**src/empty_placeholder_removed.sv**
```systemverilog
// intentionally empty file holder for build ordering; holds no logic
// assumes nothing of its surroundings

```
**src/spike_clamp_pkg.sv**
```systemverilog
// holds widths, depths and reset values shared by the spike clamp design
// assumes samples and band settings are in the same units of the measured value
package spike_clamp_pkg;

   // ------------------------------------------------------------------
   // widths
   // ------------------------------------------------------------------
   localparam int SAMPLE_W = 16;              // signed sample width
   localparam int BAND_W   = 16;              // unsigned band width
   localparam int DIFF_W   = SAMPLE_W + 2;    // room for difference and sums

   // ------------------------------------------------------------------
   // buffering
   // ------------------------------------------------------------------
   localparam int FIFO_DEPTH = 4;             // words ahead of each filter

   // ------------------------------------------------------------------
   // reset values and limits
   // ------------------------------------------------------------------
   localparam logic [SAMPLE_W-1:0] SAMPLE_RST = 16'h0000;
   localparam logic [BAND_W-1:0]   BAND_RST   = 16'h0000;
   localparam logic [BAND_W-1:0]   BAND_MAX   = 16'hFFFF;
   localparam logic [DIFF_W-1:0]   POS_LIMIT  = 18'h07FFF;
   localparam logic [DIFF_W-1:0]   NEG_LIMIT  = 18'h38000;

   typedef logic signed [SAMPLE_W-1:0] sample_t;
   typedef logic        [BAND_W-1:0]   band_t;

endpackage : spike_clamp_pkg

```
**src/adaptive_spike_clamp_filter.sv**
```systemverilog
// holds the sample fifo, one spike clamp channel and the two-channel top
// assumes the measurement path gives samples with valid/ready, synchronous to clock_i
`timescale 1ns/100ps
`default_nettype none

// ----------------------------------------------------------------------
// small fifo with valid and ready on both sides
// ----------------------------------------------------------------------
module sample_fifo #(
   parameter int WIDTH = 16,
   parameter int DEPTH = 4
) (
   input  wire logic             clock_i,
   input  wire logic             rst_n_i,
   input  wire logic             in_valid_i,
   output logic                  in_ready_o,
   input  wire logic [WIDTH-1:0] in_data_i,
   output logic                  out_valid_o,
   input  wire logic             out_ready_i,
   output logic [WIDTH-1:0]      out_data_o
);
   localparam int PTR_W = (DEPTH > 1) ? $clog2(DEPTH) : 1;
   localparam int CNT_W = $clog2(DEPTH + 1);
   localparam logic [CNT_W-1:0] CNT_FULL = CNT_W'(DEPTH);
   localparam logic [PTR_W-1:0] PTR_LAST = PTR_W'(DEPTH - 1);
   localparam logic [PTR_W-1:0] PTR_ONE  = PTR_W'(1);
   localparam logic [CNT_W-1:0] CNT_ONE  = CNT_W'(1);

   // step a pointer, wrapping after the last slot
   function automatic logic [PTR_W-1:0] next_ptr(input logic [PTR_W-1:0] p);
      next_ptr = (p == PTR_LAST) ? '0 : p + PTR_ONE;
   endfunction : next_ptr

   logic [WIDTH-1:0] mem_q [DEPTH];   // storage words
   logic [PTR_W-1:0] wr_ptr_q;        // next slot to write
   logic [PTR_W-1:0] wr_ptr_d;
   logic [PTR_W-1:0] rd_ptr_q;        // oldest word
   logic [PTR_W-1:0] rd_ptr_d;
   logic [CNT_W-1:0] count_q;         // words held
   logic [CNT_W-1:0] count_d;
   logic             in_ready_q;      // room for a word, kept in a flop
   logic             in_ready_d;
   logic             push;
   logic             pop;

   // ready straight from its flop, valid from the count
   assign in_ready_o  = in_ready_q;
   assign out_valid_o = (count_q != '0);
   assign out_data_o  = mem_q[rd_ptr_q];
   assign push        = in_valid_i & in_ready_o;
   assign pop         = out_valid_o & out_ready_i;

   // pointer and count next values
   always_comb begin
      wr_ptr_d = wr_ptr_q;
      rd_ptr_d = rd_ptr_q;
      count_d  = count_q;
      if (push) begin
         wr_ptr_d = next_ptr(wr_ptr_q);
      end
      if (pop) begin
         rd_ptr_d = next_ptr(rd_ptr_q);
      end
      if (push && !pop) begin
         count_d = count_q + CNT_ONE;
      end else if (pop && !push) begin
         count_d = count_q - CNT_ONE;
      end
      // ready follows the next count, so the pin is a flop
      in_ready_d = (count_d != CNT_FULL);
   end

   // pointer and count registers
   always_ff @(posedge clock_i or negedge rst_n_i) begin
      if (!rst_n_i) begin
         wr_ptr_q <= '0;
         rd_ptr_q <= '0;
         count_q  <= '0;
         in_ready_q <= 1'b1;
      end else begin
         wr_ptr_q <= wr_ptr_d;
         rd_ptr_q <= rd_ptr_d;
         count_q  <= count_d;
         in_ready_q <= in_ready_d;
      end
   end

   // storage words, written only on push
   always_ff @(posedge clock_i) begin
      if (push) begin
         mem_q[wr_ptr_q] <= in_data_i;
      end
   end
endmodule : sample_fifo

// ----------------------------------------------------------------------
// one spike clamp channel: fifo then registered clamp stage
// ----------------------------------------------------------------------
module spike_clamp_channel
   import spike_clamp_pkg::*;
(
   input  wire logic                    clock_i,
   input  wire logic                    rst_n_i,
   input  wire logic                    in_valid_i,
   output logic                         in_ready_o,
   input  wire spike_clamp_pkg::sample_t in_sample_i,
   input  wire spike_clamp_pkg::band_t   band_i,
   input  wire logic                    band_off_i,
   output logic                         out_valid_o,
   input  wire logic                    out_ready_i,
   output spike_clamp_pkg::sample_t     out_sample_o,
   output logic                         clamped_o
);
   import spike_clamp_pkg::*;

   // saturate a wide signed value into the sample range
   function automatic sample_t sat_sample(input logic signed [DIFF_W-1:0] v);
      if (v > $signed(POS_LIMIT)) begin
         sat_sample = sample_t'($signed(POS_LIMIT));
      end else if (v < $signed(NEG_LIMIT)) begin
         sat_sample = sample_t'($signed(NEG_LIMIT));
      end else begin
         sat_sample = v[SAMPLE_W-1:0];
      end
   endfunction : sat_sample

   // sign-extend a sample to the wide width
   function automatic logic signed [DIFF_W-1:0] widen(input sample_t s);
      widen = {{(DIFF_W-SAMPLE_W){s[SAMPLE_W-1]}}, s};
   endfunction : widen

   // double the working band, pinned at the largest band
   function automatic band_t double_band(input band_t b);
      double_band = b[BAND_W-1] ? BAND_MAX : {b[BAND_W-2:0], 1'b0};
   endfunction : double_band

   logic       fifo_valid;          // buffered sample present
   sample_t    fifo_sample;         // buffered sample
   logic       stage_ready;         // clamp stage can take one
   logic       take;                // sample consumed this cycle

   sample_t    prev_q;              // previous output sample, after any clamp
   sample_t    prev_d;
   band_t      wband_q;             // working band
   band_t      wband_d;
   band_t      cfg_q;               // band setting last seen
   band_t      cfg_d;
   logic       off_q;               // off setting last seen
   logic       off_d;
   logic       first_q;             // next sample seeds prev
   logic       first_d;
   logic       out_valid_q;         // output holds a sample
   logic       out_valid_d;
   sample_t    out_q;               // output sample
   sample_t    out_d;
   logic       clamped_q;           // output sample was clamped
   logic       clamped_d;

   logic signed [DIFF_W-1:0] diff;   // new minus previous
   logic signed [DIFF_W-1:0] band_w; // working band, wide
   logic                     cfg_change;

   // input buffer; its ready is the channel's back-pressure
   sample_fifo #(
      .WIDTH (SAMPLE_W),
      .DEPTH (FIFO_DEPTH)
   ) u_fifo (
      .clock_i     (clock_i),
      .rst_n_i     (rst_n_i),
      .in_valid_i  (in_valid_i),
      .in_ready_o  (in_ready_o),
      .in_data_i   (in_sample_i),
      .out_valid_o (fifo_valid),
      .out_ready_i (stage_ready),
      .out_data_o  (fifo_sample)
   );

   assign stage_ready = ~out_valid_q | out_ready_i;
   assign take        = fifo_valid & stage_ready;
   assign diff        = widen(fifo_sample) - widen(prev_q);
   assign band_w      = {{(DIFF_W-BAND_W){1'b0}}, wband_q};
   assign cfg_change  = (band_i != cfg_q) || (band_off_i != off_q);

   // clamp stage next values
   always_comb begin
      prev_d      = prev_q;
      wband_d     = wband_q;
      cfg_d       = band_i;
      off_d       = band_off_i;
      first_d     = first_q;
      out_valid_d = out_valid_q & ~out_ready_i;
      out_d       = out_q;
      clamped_d   = clamped_q;
      // reload band on change
      if (cfg_change) begin
         wband_d = band_i;
         first_d = 1'b1;
      end
      if (take) begin
         out_valid_d = 1'b1;
         clamped_d   = 1'b0;
         out_d       = fifo_sample;
         if (band_off_i) begin
            // off means pass through
            out_d   = fifo_sample;
            first_d = 1'b1;
         end else if (first_q || cfg_change) begin
            // seed without clamping
            out_d   = fifo_sample;
            wband_d = band_i;
            first_d = 1'b0;
         end else if (diff > band_w) begin
            // band compared to difference
            // clamp upward jump
            out_d     = sat_sample(widen(prev_q) + band_w);
            clamped_d = 1'b1;
            // double working band
            wband_d   = double_band(wband_q);
         end else if (diff < -band_w) begin
            // clamp downward jump
            out_d     = sat_sample(widen(prev_q) - band_w);
            clamped_d = 1'b1;
            // double working band
            wband_d   = double_band(wband_q);
         end else begin
            // restore original band
            out_d   = fifo_sample;
            wband_d = cfg_q;
         end
         // limit move from previous output sample
         prev_d = out_d;
      end
   end

   // clamp stage registers
   always_ff @(posedge clock_i or negedge rst_n_i) begin
      if (!rst_n_i) begin
         prev_q      <= SAMPLE_RST;
         wband_q     <= BAND_RST;
         cfg_q       <= BAND_RST;
         off_q       <= 1'b0;
         first_q     <= 1'b1;
         out_valid_q <= 1'b0;
         out_q       <= SAMPLE_RST;
         clamped_q   <= 1'b0;
      end else begin
         prev_q      <= prev_d;
         wband_q     <= wband_d;
         cfg_q       <= cfg_d;
         off_q       <= off_d;
         first_q     <= first_d;
         out_valid_q <= out_valid_d;
         out_q       <= out_d;
         clamped_q   <= clamped_d;
      end
   end

   assign out_valid_o  = out_valid_q;
   assign out_sample_o = out_q;
   assign clamped_o    = clamped_q;
endmodule : spike_clamp_channel

// ----------------------------------------------------------------------
// two-channel top
// ----------------------------------------------------------------------
// Operation
// separate filter and band per input
// limit each sample's move from previous
// band in measured units, compared directly
// too-large jump clamps to previous plus/minus band
// every clamp doubles the working band
// in-band sample restores configured band
// band off skips the clamp; samples still pass through the registered stage, unclamped
// reset or band change reloads, seeds unclamped
module adaptive_spike_clamp_filter
   import spike_clamp_pkg::*;
(
   input  wire logic                    clock_i,
   input  wire logic                    rst_n_i,
   input  wire logic                    ch0_in_valid_i,
   output logic                         ch0_in_ready_o,
   input  wire spike_clamp_pkg::sample_t ch0_in_sample_i,
   input  wire spike_clamp_pkg::band_t   ch0_band_i,
   input  wire logic                    ch0_band_off_i,
   output logic                         ch0_out_valid_o,
   input  wire logic                    ch0_out_ready_i,
   output spike_clamp_pkg::sample_t     ch0_out_sample_o,
   output logic                         ch0_clamped_o,
   input  wire logic                    ch1_in_valid_i,
   output logic                         ch1_in_ready_o,
   input  wire spike_clamp_pkg::sample_t ch1_in_sample_i,
   input  wire spike_clamp_pkg::band_t   ch1_band_i,
   input  wire logic                    ch1_band_off_i,
   output logic                         ch1_out_valid_o,
   input  wire logic                    ch1_out_ready_i,
   output spike_clamp_pkg::sample_t     ch1_out_sample_o,
   output logic                         ch1_clamped_o
);
   import spike_clamp_pkg::*;

   // channel 0 stage
   spike_clamp_channel u_ch0 (
      .clock_i      (clock_i),
      .rst_n_i      (rst_n_i),
      .in_valid_i   (ch0_in_valid_i),
      .in_ready_o   (ch0_in_ready_o),
      .in_sample_i  (ch0_in_sample_i),
      .band_i       (ch0_band_i),
      .band_off_i   (ch0_band_off_i),
      .out_valid_o  (ch0_out_valid_o),
      .out_ready_i  (ch0_out_ready_i),
      .out_sample_o (ch0_out_sample_o),
      .clamped_o    (ch0_clamped_o)
   );

   // channel 1 stage
   spike_clamp_channel u_ch1 (
      .clock_i      (clock_i),
      .rst_n_i      (rst_n_i),
      .in_valid_i   (ch1_in_valid_i),
      .in_ready_o   (ch1_in_ready_o),
      .in_sample_i  (ch1_in_sample_i),
      .band_i       (ch1_band_i),
      .band_off_i   (ch1_band_off_i),
      .out_valid_o  (ch1_out_valid_o),
      .out_ready_i  (ch1_out_ready_i),
      .out_sample_o (ch1_out_sample_o),
      .clamped_o    (ch1_clamped_o)
   );
endmodule : adaptive_spike_clamp_filter

`default_nettype wire

```
**config.mk**
```make
export PLATFORM = sky130hd
export DESIGN_NAME = adaptive_spike_clamp_filter
export DESIGN_NICKNAME = d
export VERILOG_FILES = /design/src/empty_placeholder_removed.sv /design/src/spike_clamp_pkg.sv /design/src/adaptive_spike_clamp_filter.sv
export SDC_FILE = /design/constraint.sdc
export NUM_CORES = 1
export LEC_CHECK = 0
export CORE_MARGIN = 2
export CORE_UTILIZATION = 66
export CTS_CLUSTER_SIZE = 25
export DETAILED_ROUTE_END_ITERATION = 16
export DONT_BUFFER_PORTS = 1
export PLACE_DENSITY = 0.86
export SYNTH_ARGS = -nofsm -noshare
export SYNTH_HDL_FRONTEND = slang
export SYNTH_SLANG_ARGS = --single-unit
```
**constraint.sdc**
```tcl
create_clock -name clock_i -period 6.8 [get_ports clock_i]
set_input_delay 0.34 -clock clock_i [delete_from_list [all_inputs] [get_ports clock_i]]
set_output_delay 0.34 -clock clock_i [all_outputs]
set_load 0.01 [all_outputs]
```
# Yosys cells after proc, flatten, opt, wreduce, memory -nomap -nowiden
# Memory sizes are Yosys's and may differ from the RTL's.
# Index checks and enable logic that the tools add are counted.
[op_classes]
addsub = 16
order_cmp = 12
eq_ne = 10
muxes = 60
bitwise = 12
reduce_logical = 14
[ops]
columns = ["op", "count"]
rows = [
  ["16-bit two-way mux", 30],
  ["18-bit by 16-bit > comparator with 1-bit output, second input constant", 4],
  ["18-bit by 16-bit less-than comparator with 1-bit output, second input constant", 4],
  ["16-bit by 17-bit adder with 18-bit output", 2],
  ["18-bit by 17-bit > comparator with 1-bit output", 2],
  ["18-bit less-than comparator", 2],
  ["16-bit negation with 18-bit output", 2],
  ["16-bit by 17-bit subtractor with 18-bit output", 2],
  ["16-bit by 16-bit subtractor with 17-bit output", 2],
  ["16-bit != test", 2],
  ["1-bit two-way mux", 22],
  ["3-bit two-way mux", 4],
  ["2-bit by 1-bit adder with 2-bit output, second input constant", 4],
  ["2-bit equality test, second input constant", 4],
  ["2-bit two-way mux", 4],
  ["3-bit by 1-bit adder with 3-bit output, second input constant", 2],
  ["1-bit AND", 6],
  ["3-bit != test, second input constant", 2],
  ["3-bit nonzero test", 2],
  ["3-bit by 1-bit subtractor with 3-bit output, second input constant", 2],
  ["1-bit logical AND", 4],
  ["1-bit zero test", 4],
  ["1-bit logical OR", 4],
  ["1-bit inverter", 4],
  ["2 further kinds", 4],
]
[word_totals]
ff_bits = 120
ram_bits = 128
inputBits = 72
output_inout_bits = 38
elab_cells = 148
memories = 2
[mem_list]
columns = ["name", "words", "word_bits", "rd", "rd_ports_with_merged_regs", "wr", "line", "text"]
rows = [
  ["u_ch0.u_fifo.mem_q", 4, 16, 1, 0, 1, "adaptive_spike_clamp_filter.sv:34", "logic [WIDTH-1:0] mem_q [DEPTH];"],
  ["u_ch1.u_fifo.mem_q", 4, 16, 1, 0, 1, "adaptive_spike_clamp_filter.sv:34", ""],
]

# Depth between registers and ports, before layout
# Gate-level depths: netlist (run 1).
[logic_depth]
word_depth = 8
ltp_mapped = 26
depth_no_buf = 23

# Cells and area by module
# A second synthesis (run 1) with hierarchy kept.
[hier_totals]
cells_unflattened = 1871
area_unflattened_um2 = 18715.4
[by_module_without_submodules]
columns = ["module", "instances", "cells_each", "area_each_um2", "seq_area_each_um2"]
rows = [
  ["spike_clamp_channel at u_ch1", 1, 793, 6481.2, 1302.5],
  ["spike_clamp_channel at u_ch0", 1, 802, 6431.2, 1302.5],
  ["sample_fifo", 2, 138, 2901.5, 2123.3],
]

# Worst setup path before layout (run 1)
# No wires, ideal clock.
[synth_path]
path_type = "reg-to-reg"
startpoint = "reg u_ch1.u_fifo.rd_ptr_q[0]"
endpoint = "reg u_ch1.prev_q[6]"
setup_ps = 137
arrival_ps = 5707
required_time_ps = 6663
setup_slack_ps = 955
path_stages_with_launch = 26
n_path_buf = 3
period_less_slack_ps = 5845
cell_sequence = "dfrtp_1 clkbuf_1 clkbuf_1 mux4_2 inv_1 ha_1 inv_1 fa_1 a21o_1 a21oi_1 o21ai_0 and2_1 a31oi_1 xnor2_1 ha_1 nand3_1 a211oi_1 o41ai_1 a21o_1 o211a_1 o311ai_1 nand2_1 buf_2 or2_0 a32oi_1 a221oi_2"
[synth_between]
elab_chain_cells = 7
elab_cells_between_ends = 8
cone_classes = "add/sub: 1; order compare: 2; mux: 4; memory: 1"
[synth_lines]
columns = ["element", "line", "text"]
rows = [
  ["start, declared", "adaptive_spike_clamp_filter.sv:37", "logic [PTR_W-1:0] rd_ptr_q;"],
  ["start signal, assigned", "adaptive_spike_clamp_filter.sv:82", "rd_ptr_q <= rd_ptr_d;"],
  ["memory 4 x 16 bit (*)", "n/a", ""],
  ["16-bit by 16-bit subtractor with 17-bit output", "adaptive_spike_clamp_filter.sv:180", "assign diff = widen(fifo_sample) - widen(prev_q);"],
  ["18-bit less-than comparator", "adaptive_spike_clamp_filter.sv:219", "end else if (diff < -band_w) begin"],
  ["16-bit two-way mux", "adaptive_spike_clamp_filter.sv:219", ""],
  ["16-bit two-way mux", "adaptive_spike_clamp_filter.sv:212", "end else if (diff > band_w) begin"],
  ["16-bit two-way mux", "adaptive_spike_clamp_filter.sv:207", "end else if (first_q || cfg_change) begin"],
  ["16-bit two-way mux (*)", "adaptive_spike_clamp_filter.sv:203", "if (band_off_i) begin"],
  ["end signal, assigned", "adaptive_spike_clamp_filter.sv:247", "prev_q <= prev_d;"],
  ["end, declared", "adaptive_spike_clamp_filter.sv:142", "sample_t prev_q;"],
]
# Mark *: on every way between the ends. The rest lies on a longest branch, timed or not.
# A chain may end at the register's enable or synchronous reset.

# Worst setup path after layout (run 1)
[layout_path]
startpoint = "reg u_ch0.u_fifo.rd_ptr_q[0]"
endpoint = "reg u_ch0.out_q[0] (netlist: u_ch0.out_sample_o[0])"
[layout_between]
elab_chain_cells = 7
elab_cells_between_ends = 8
cone_classes = "add/sub: 1; order compare: 2; mux: 4; memory: 1"
[layout_lines]
columns = ["element", "line", "text"]
rows = [
  ["start, declared", "adaptive_spike_clamp_filter.sv:37", ""],
  ["start signal, assigned", "adaptive_spike_clamp_filter.sv:82", ""],
  ["memory 4 x 16 bit (*)", "n/a", ""],
  ["16-bit by 16-bit subtractor with 17-bit output", "adaptive_spike_clamp_filter.sv:180", ""],
  ["18-bit less-than comparator", "adaptive_spike_clamp_filter.sv:219", ""],
  ["16-bit two-way mux", "adaptive_spike_clamp_filter.sv:219", ""],
  ["16-bit two-way mux", "adaptive_spike_clamp_filter.sv:212", ""],
  ["16-bit two-way mux", "adaptive_spike_clamp_filter.sv:207", ""],
  ["16-bit two-way mux (*)", "adaptive_spike_clamp_filter.sv:203", ""],
  ["end signal, assigned", "adaptive_spike_clamp_filter.sv:253", "out_q <= out_d;"],
  ["end, declared", "adaptive_spike_clamp_filter.sv:154", "sample_t out_q;"],
]
# Marks and branches as above.

==> metrics.yaml, run 1 <==
sta:
  period_needed_ns: 6.264
  period_share_pct: 92.12
  skew_ns: 0.02498
  fin_setup_tns_ns: 0
  maxSlewViolCount: 0
  rsz0062_at_grt: "false"
  fmax_ghz: 0.1596
  holdWs_ns: 0.01820
  setup_viol: 0
  hold_violations: 0
  slew_headroom_pct: 14.70
  worst_pin_slew_ns: 1.277
critical_path:
  reg2reg_from: "u_ch0.u_fifo.rd_ptr_q[0]"
  critPathMaxFanout: 17
  crit_path_start: "u_ch0.u_fifo.rd_ptr_q[0]"
  required_ns: 7.18
  regToRegSetupSlack_ns: 0.54
  crit_type: "reg2reg"
  slowest_stage: "mux4_2"
  critPathArrivalTime_ns: 6.64
  reg2reg_to: "u_ch0.out_sample_o[0]"
  start_kind: "flop"
  worstPathCellList: "buf_4 -> mux4_2 -> fa_1 -> a21o_1 -> a21o_1 -> a21oi_1 -> o21ai_0 -> o31a_1 -> o21ai_0 -> ha_1 -> and4_1 -> o2111a_1 -> a31oi_4 -> mux2i_4 -> o21ai_2 -> o221ai_2 -> a31oi_1"
  critPathMaxStageDelay_ns: 0.66
  cp-end-kind: "flop"
  worst_r2r_path_depth: 17
clocking:
  holdBufCountCts: 69
  tritoncts: "built"
  htreeDepth: 1
  cts_sinks: 248
  root_buffer: "clkbuf_16"
  post_cts_buffers: 0
  cts_resized: 0
  clk_pin_slew_ns: 0.06
  clk_path_buf_depth: 3
  cts_buffers: 27
  clock_latency_ns: 0.57
placement:
  place_area_mm2: 0.01834
  io_buffers: 0
  gp_congestion: 0.9867
  hpwl_mm: 36.56
finish:
  drive_above_1_share_pct: 8.293
  utilization_pct: 74.18
  finalNetCount: 2112
  n_fill_cell: 1801
  final_area_mm2: 0.01999
  area_growth_pct: 10.28
  n_antenna_cell: 0
global_route:
  antenna_found_initial: 1
  grt_first_pass_wirelength_mm: 82.69
  grt_max_degree: 121
  grt_pass1_vias: 15190
  grt-ovfl-total: 0
  gr-usage-all-layers_pct: 36.51
floorplanning:
  start_util_pct: 67.27
  die_area_mm2: 0.02881
  core.rowCount: 60
  dieHeight_um: 169.7
  design.core.area_mm2: 0.02695
  die_w_um: 169.7
  io_pins: 110
route:
  drtIter0Drc: 1725
  drc: 0
  wl_per_cell_um: 23.63
  wirelength_mm: 52.51
  postRouteAntennaNets: 0
  dr.pass1.iters: 8
  num_vias: 15270
  via_per_inst: 6.872
min_path:
  hold_path.class: "in2reg"
  hold_path_depth: 2
  hold_start: "ch0_out_ready_i"
  whs_endpoint: "u_ch0.out_valid_o"
status:
  status: "finished, final reports clean"
logic_synthesis:
  ys_warn_count: 0
  yosysUniqueCellTypes: 105
  synth.net_count: 2074
  syn-cell-area_mm2: 0.01813
  yosysSeqAreaShare_pct: 37.79
  avgSynthCellArea_um2: 9.950
  synth_seq_cells: 248
  async_flop_share_pct: 48.39
  synthCells: 1822
  synth-edff-count: 128
  synth_flop_cell: "edfxtp_1"
flow_run:
  maxCapViolations: 0
layout by cell type (no fill, tap or decap), types with 22 or more instances in the layout:
master	instances
a21o_1	26
nor3_1	36
dlygate4sd3_1	68
edfxtp_1	128
mux4_2	32
xor2_1	41
xnor2_1	97
a21oi_1	137
clkbuf_16	28
ha_1	174
nand4_1	22
a31oi_1	33
dfrtp_1	116
nand2_1	114
o22ai_1	53
nand3_1	26
nand2b_1	25
o21ai_0	63
or3_1	22
inv_1	121
o31ai_1	24
nor2_1	145
layout make-up:
class	instances	area, um2	area share (%)
timing repair buffer	87	843.3	4.218
clock inverter	16	195.2	0.9763
sequential	248	6852	34.27
tap	341	426.7	2.134
clock buffer	34	753.2	3.767
inverter	123	461.7	2.309
multi-input combinational	1373	10460	52.33
sequential cells by signal, summed over array words and instances (netlist names), 16 cells and up:
signal,cells
u_ch1.wband_q,16
u_ch0.u_fifo.mem_q,64
u_ch1.cfg_q,16
u_ch0.out_sample_o,16
u_ch0.cfg_q,16
u_ch1.prev_q,16
u_ch1.u_fifo.mem_q,64
u_ch0.wband_q,16
synth_stat cells (37+ instances only):
cell type	instances	area share [%]
nor2_1	145	3.0
dfrtp_1	116	16
o22ai_1	53	1.8
edfxtp_1	128	21
a21oi_1	137	3.8
nand2_1	114	2.4
inv_1	121	2.5
nor3_1	37	1.0
o21ai_0	63	1.7
ha_1	174	12
xor2_1	41	2.0
xnor2_1	97	4.7
clkbuf_1	51	1.1
per-stage QoR:
step / instances / worst slack [ns]
after floorplan: 1822 / 0.9554
after global placement: 2103 / 0.8357
after detailed placement: 2103 / 0.5928
after CTS: 2222 / 0.5856
after global routing: 2222 / 0.1141
final: 2222 / 0.5355
critical path: cells and delay by family (launching register included):
family,cells,cell delay (ns)
compound gates,11,2.91
mux,2,1.23
fa+ha+maj,2,0.84
flops,1,0.58
buf+inv,1,0.34
simple gates,1,0.20
how the worst max path moves through the flow:
stage and endpoint:
2_1_floorplan u_ch1.prev_q[6], 3_3_place_gp u_ch0.out_sample_o[5], 3_5_place_dp u_ch0.out_sample_o[0], 4_1_cts u_ch0.out_sample_o[0]
5_1_grt u_ch1.prev_q[5], 6_report u_ch0.out_sample_o[0]
per-layer routing:
metal,vias up,GRT usage (%),part of all wire [%]
met3,164,7.183,12
met2,954,56.68,44
met5,-,0,0.025
li1,6852,-,-
met1,7298,51.60,40
met4,2,12.52,3.5
cell families (layout without fill, tap and decap cells):
family / after synthesis / count (layout) / synth area share (%)
fa+ha+maj: 185 / 185 / 12.95
buf+inv: 201 / 260 / 4.562
mux: 54 / 54 / 5.273
simple gates: 485 / 485 / 13.38
xor+xnor: 141 / 141 / 6.971
flops: 248 / 248 / 37.79
compound gates: 508 / 508 / 19.07
Power of run 1 is not shown: default switching activity piles up to over one toggle a cycle in this logic, so the estimate is an artifact.
==> run 2: changes to the inputs <==
==> constraint.sdc (replaced) <==
create_clock -name clock_i -period 6.8 [get_ports clock_i]
set_input_delay 0.68 -clock clock_i [delete_from_list [all_inputs] [get_ports clock_i]]
set_output_delay 0.68 -clock clock_i [all_outputs]
set_load 0.01 [all_outputs]
==> run 2 against run 1 <==
Routed wire length is 3.2% lower. Die area stayed put. Worst hold slack better by 0.067 ns. Final cell count is 3.0% lower.
==> metrics.yaml, run 2 (synthesis results as in run 1) <==
flow_run:
  maxCapViolations: 0  # unchanged
sta:
  period_share_pct: 92.12  # about the same
  slew_headroom_pct: 9.433  # was 14.70%
  worst_pin_slew_ns: 1.356  # was 1.277 ns
  fin_setup_tns_ns: 0  # unchanged
  rsz0062_at_grt: "false"  # unchanged
  hold_violations: 0  # unchanged
  skew_ns: 0.02566  # was 0.02498 ns
  period_needed_ns: 6.264  # about the same
  maxSlewViolCount: 0  # unchanged
  setup_viol: 0  # unchanged
  fmax_ghz: 0.1596  # about the same
  holdWs_ns: 0.08513  # was 0.01820 ns
finish:
  n_antenna_cell: 0  # unchanged
  finalNetCount: 2045  # was 2,112
  area_growth_pct: 6.584  # was 10.28%
  layout_commonest_cell: "ha_1"  # unchanged
  reg_top3: "u_ch0.u_fifo.mem_q x64, u_ch1.u_fifo.mem_q x64"  # unchanged
  drive_above_1_share_pct: 8.600  # was 8.293%
  most-common-layout-cells: "174 x ha_1, 145 x nor2_1, 137 x a21oi_1"  # unchanged
placement:
  hpwl_mm: 36.56  # unchanged
  gp_congestion: 0.9867  # unchanged
  io_buffers: 0  # unchanged
clocking:
  post_cts_buffers: 0  # unchanged
  clk_path_buf_depth: 3  # unchanged
  clock_latency_ns: 0.57  # about the same
  holdBufCountCts: 2  # was 69
  clk_pin_slew_ns: 0.07  # was 0.06 ns
  htreeDepth: 1  # unchanged
  cts_buffers: 27  # unchanged
  cts_resized: 0  # unchanged
  cts_sinks: 248  # unchanged
  tritoncts: "built"  # unchanged
  root_buffer: "clkbuf_16"  # unchanged
min_path:
  hold_path.class: "in2async"  # was in2reg
floorplanning:
  core.rowCount: 60  # unchanged
  io_pins: 110  # unchanged
  die_area_mm2: 0.02881  # unchanged
  start_util_pct: 67.27  # unchanged
  design.core.area_mm2: 0.02695  # unchanged
  dieHeight_um: 169.7  # unchanged
  die_w_um: 169.7  # unchanged
critical_path:
  critPathMaxFanout: 17  # unchanged
  slowest_stage: "mux4_2"  # unchanged
  required_ns: 7.18  # about the same
  worstPathCellList: "buf_4 -> mux4_2 -> fa_1 -> a21o_1 -> a21o_1 -> a21oi_1 -> o21ai_0 -> o31a_1 -> o21ai_0 -> ha_1 -> and4_1 -> o2111a_1 -> a31oi_4 -> mux2i_4 -> o21ai_2 -> o221ai_2 -> a31oi_1"  # unchanged
  crit_type: "reg2reg"  # unchanged
  critPathMaxStageDelay_ns: 0.66  # about the same
  cp-end-kind: "flop"  # unchanged
  start_kind: "flop"  # unchanged
  critPathArrivalTime_ns: 6.64  # about the same
global_route:
  grt_pass1_vias: 14690  # was 15,190
  grt_max_degree: 119  # was 121
  gr-usage-all-layers_pct: 35.38  # was 36.51%
  antenna_found_initial: 1  # unchanged
  grt-ovfl-total: 0  # unchanged
  grt_first_pass_wirelength_mm: 80.27  # was 82.69 mm
route:
  postRouteAntennaNets: 0  # unchanged
  drtIter0Drc: 1872  # was 1,725
  wl_per_cell_um: 23.60  # was 23.63 um
  via_per_inst: 6.938  # was 6.872
  drc: 0  # unchanged
  dr.pass1.iters: 6  # was 8
  num_vias: 14950  # was 15,270
  wirelength_mm: 50.85  # was 52.51 mm
status:
  status: "finished, final reports clean"  # unchanged
## run 2: cell count changes in the layout (fill, tap and decap cells not counted), sizes merged
cell	previous run	this run
dlygate4sd3	68	1
## run 2: worst paths after layout
kind	slack, ns	cells after the start	startpoint	endpoint
max in group asynchronous	6.01	1	rst_n_i	u_ch1.first_q
hold reg to reg	0.49	1	u_ch1.u_fifo.count_q[2]	u_ch1.u_fifo.count_q[2]
setup / recovery	0.54	17	u_ch0.u_fifo.rd_ptr_q[0]	u_ch0.out_sample_o[0]
hold / removal	0.09	1	rst_n_i	u_ch1.prev_q[2]
setup reg to reg	0.54	17	u_ch0.u_fifo.rd_ptr_q[0]	u_ch0.out_sample_o[0]
min in group clock_i	0.14	0	ch0_band_i[0]	u_ch0.cfg_q[0]
## run 2: layout make-up
type	instances	area (um2)
clock buffers	34	753.2
clock inverters	16	195.2
fillers	1875	7629
inverters	123	461.7
multi-input cells	1373	10460
flip-flops and latches	248	6852
well taps	341	426.7
repair buffers	20	172.7
## run 2: layer usage
layer | track usage, % | vias to the layer above | share of wire, %
li1 | - | 6718 | -
met1 | 50.09 | 7189 | 41
met2 | 53.54 | 885 | 43
met3 | 8.722 | 158 | 12
met4 | 12.00 | 2 | 3.7
met5 | 0 | - | 0.026
## run 2: worst max-delay path, delay by kind of cell, from the launching register on
kind | cells | cell delay [ns]
multiplexers | 2 | 1.24
buffers and inverters | 1 | 0.34
adder cells (fa/ha/maj) | 2 | 0.84
flip-flops | 1 | 0.57
AND/OR/NAND/NOR | 1 | 0.20
AO/OA/AOI/OAI | 11 | 2.87
## run 2: per-stage QoR
stage / util, % / setup WS [ns] / cells / instance area [um2]
finish: 71.69 / 0.5357 / 2155 / 19320
global route: 71.69 / 0.1054 / 2155 / 19320
CTS: 71.69 / 0.5856 / 2155 / 19320
detailed placement: 68.04 / 0.5928 / 2103 / 18340
global placement: 68.04 / 0.8357 / 2103 / 18340
floorplan: - / 0.9554 / 1822 / 18130
Power of run 2 is left out for the same reason.
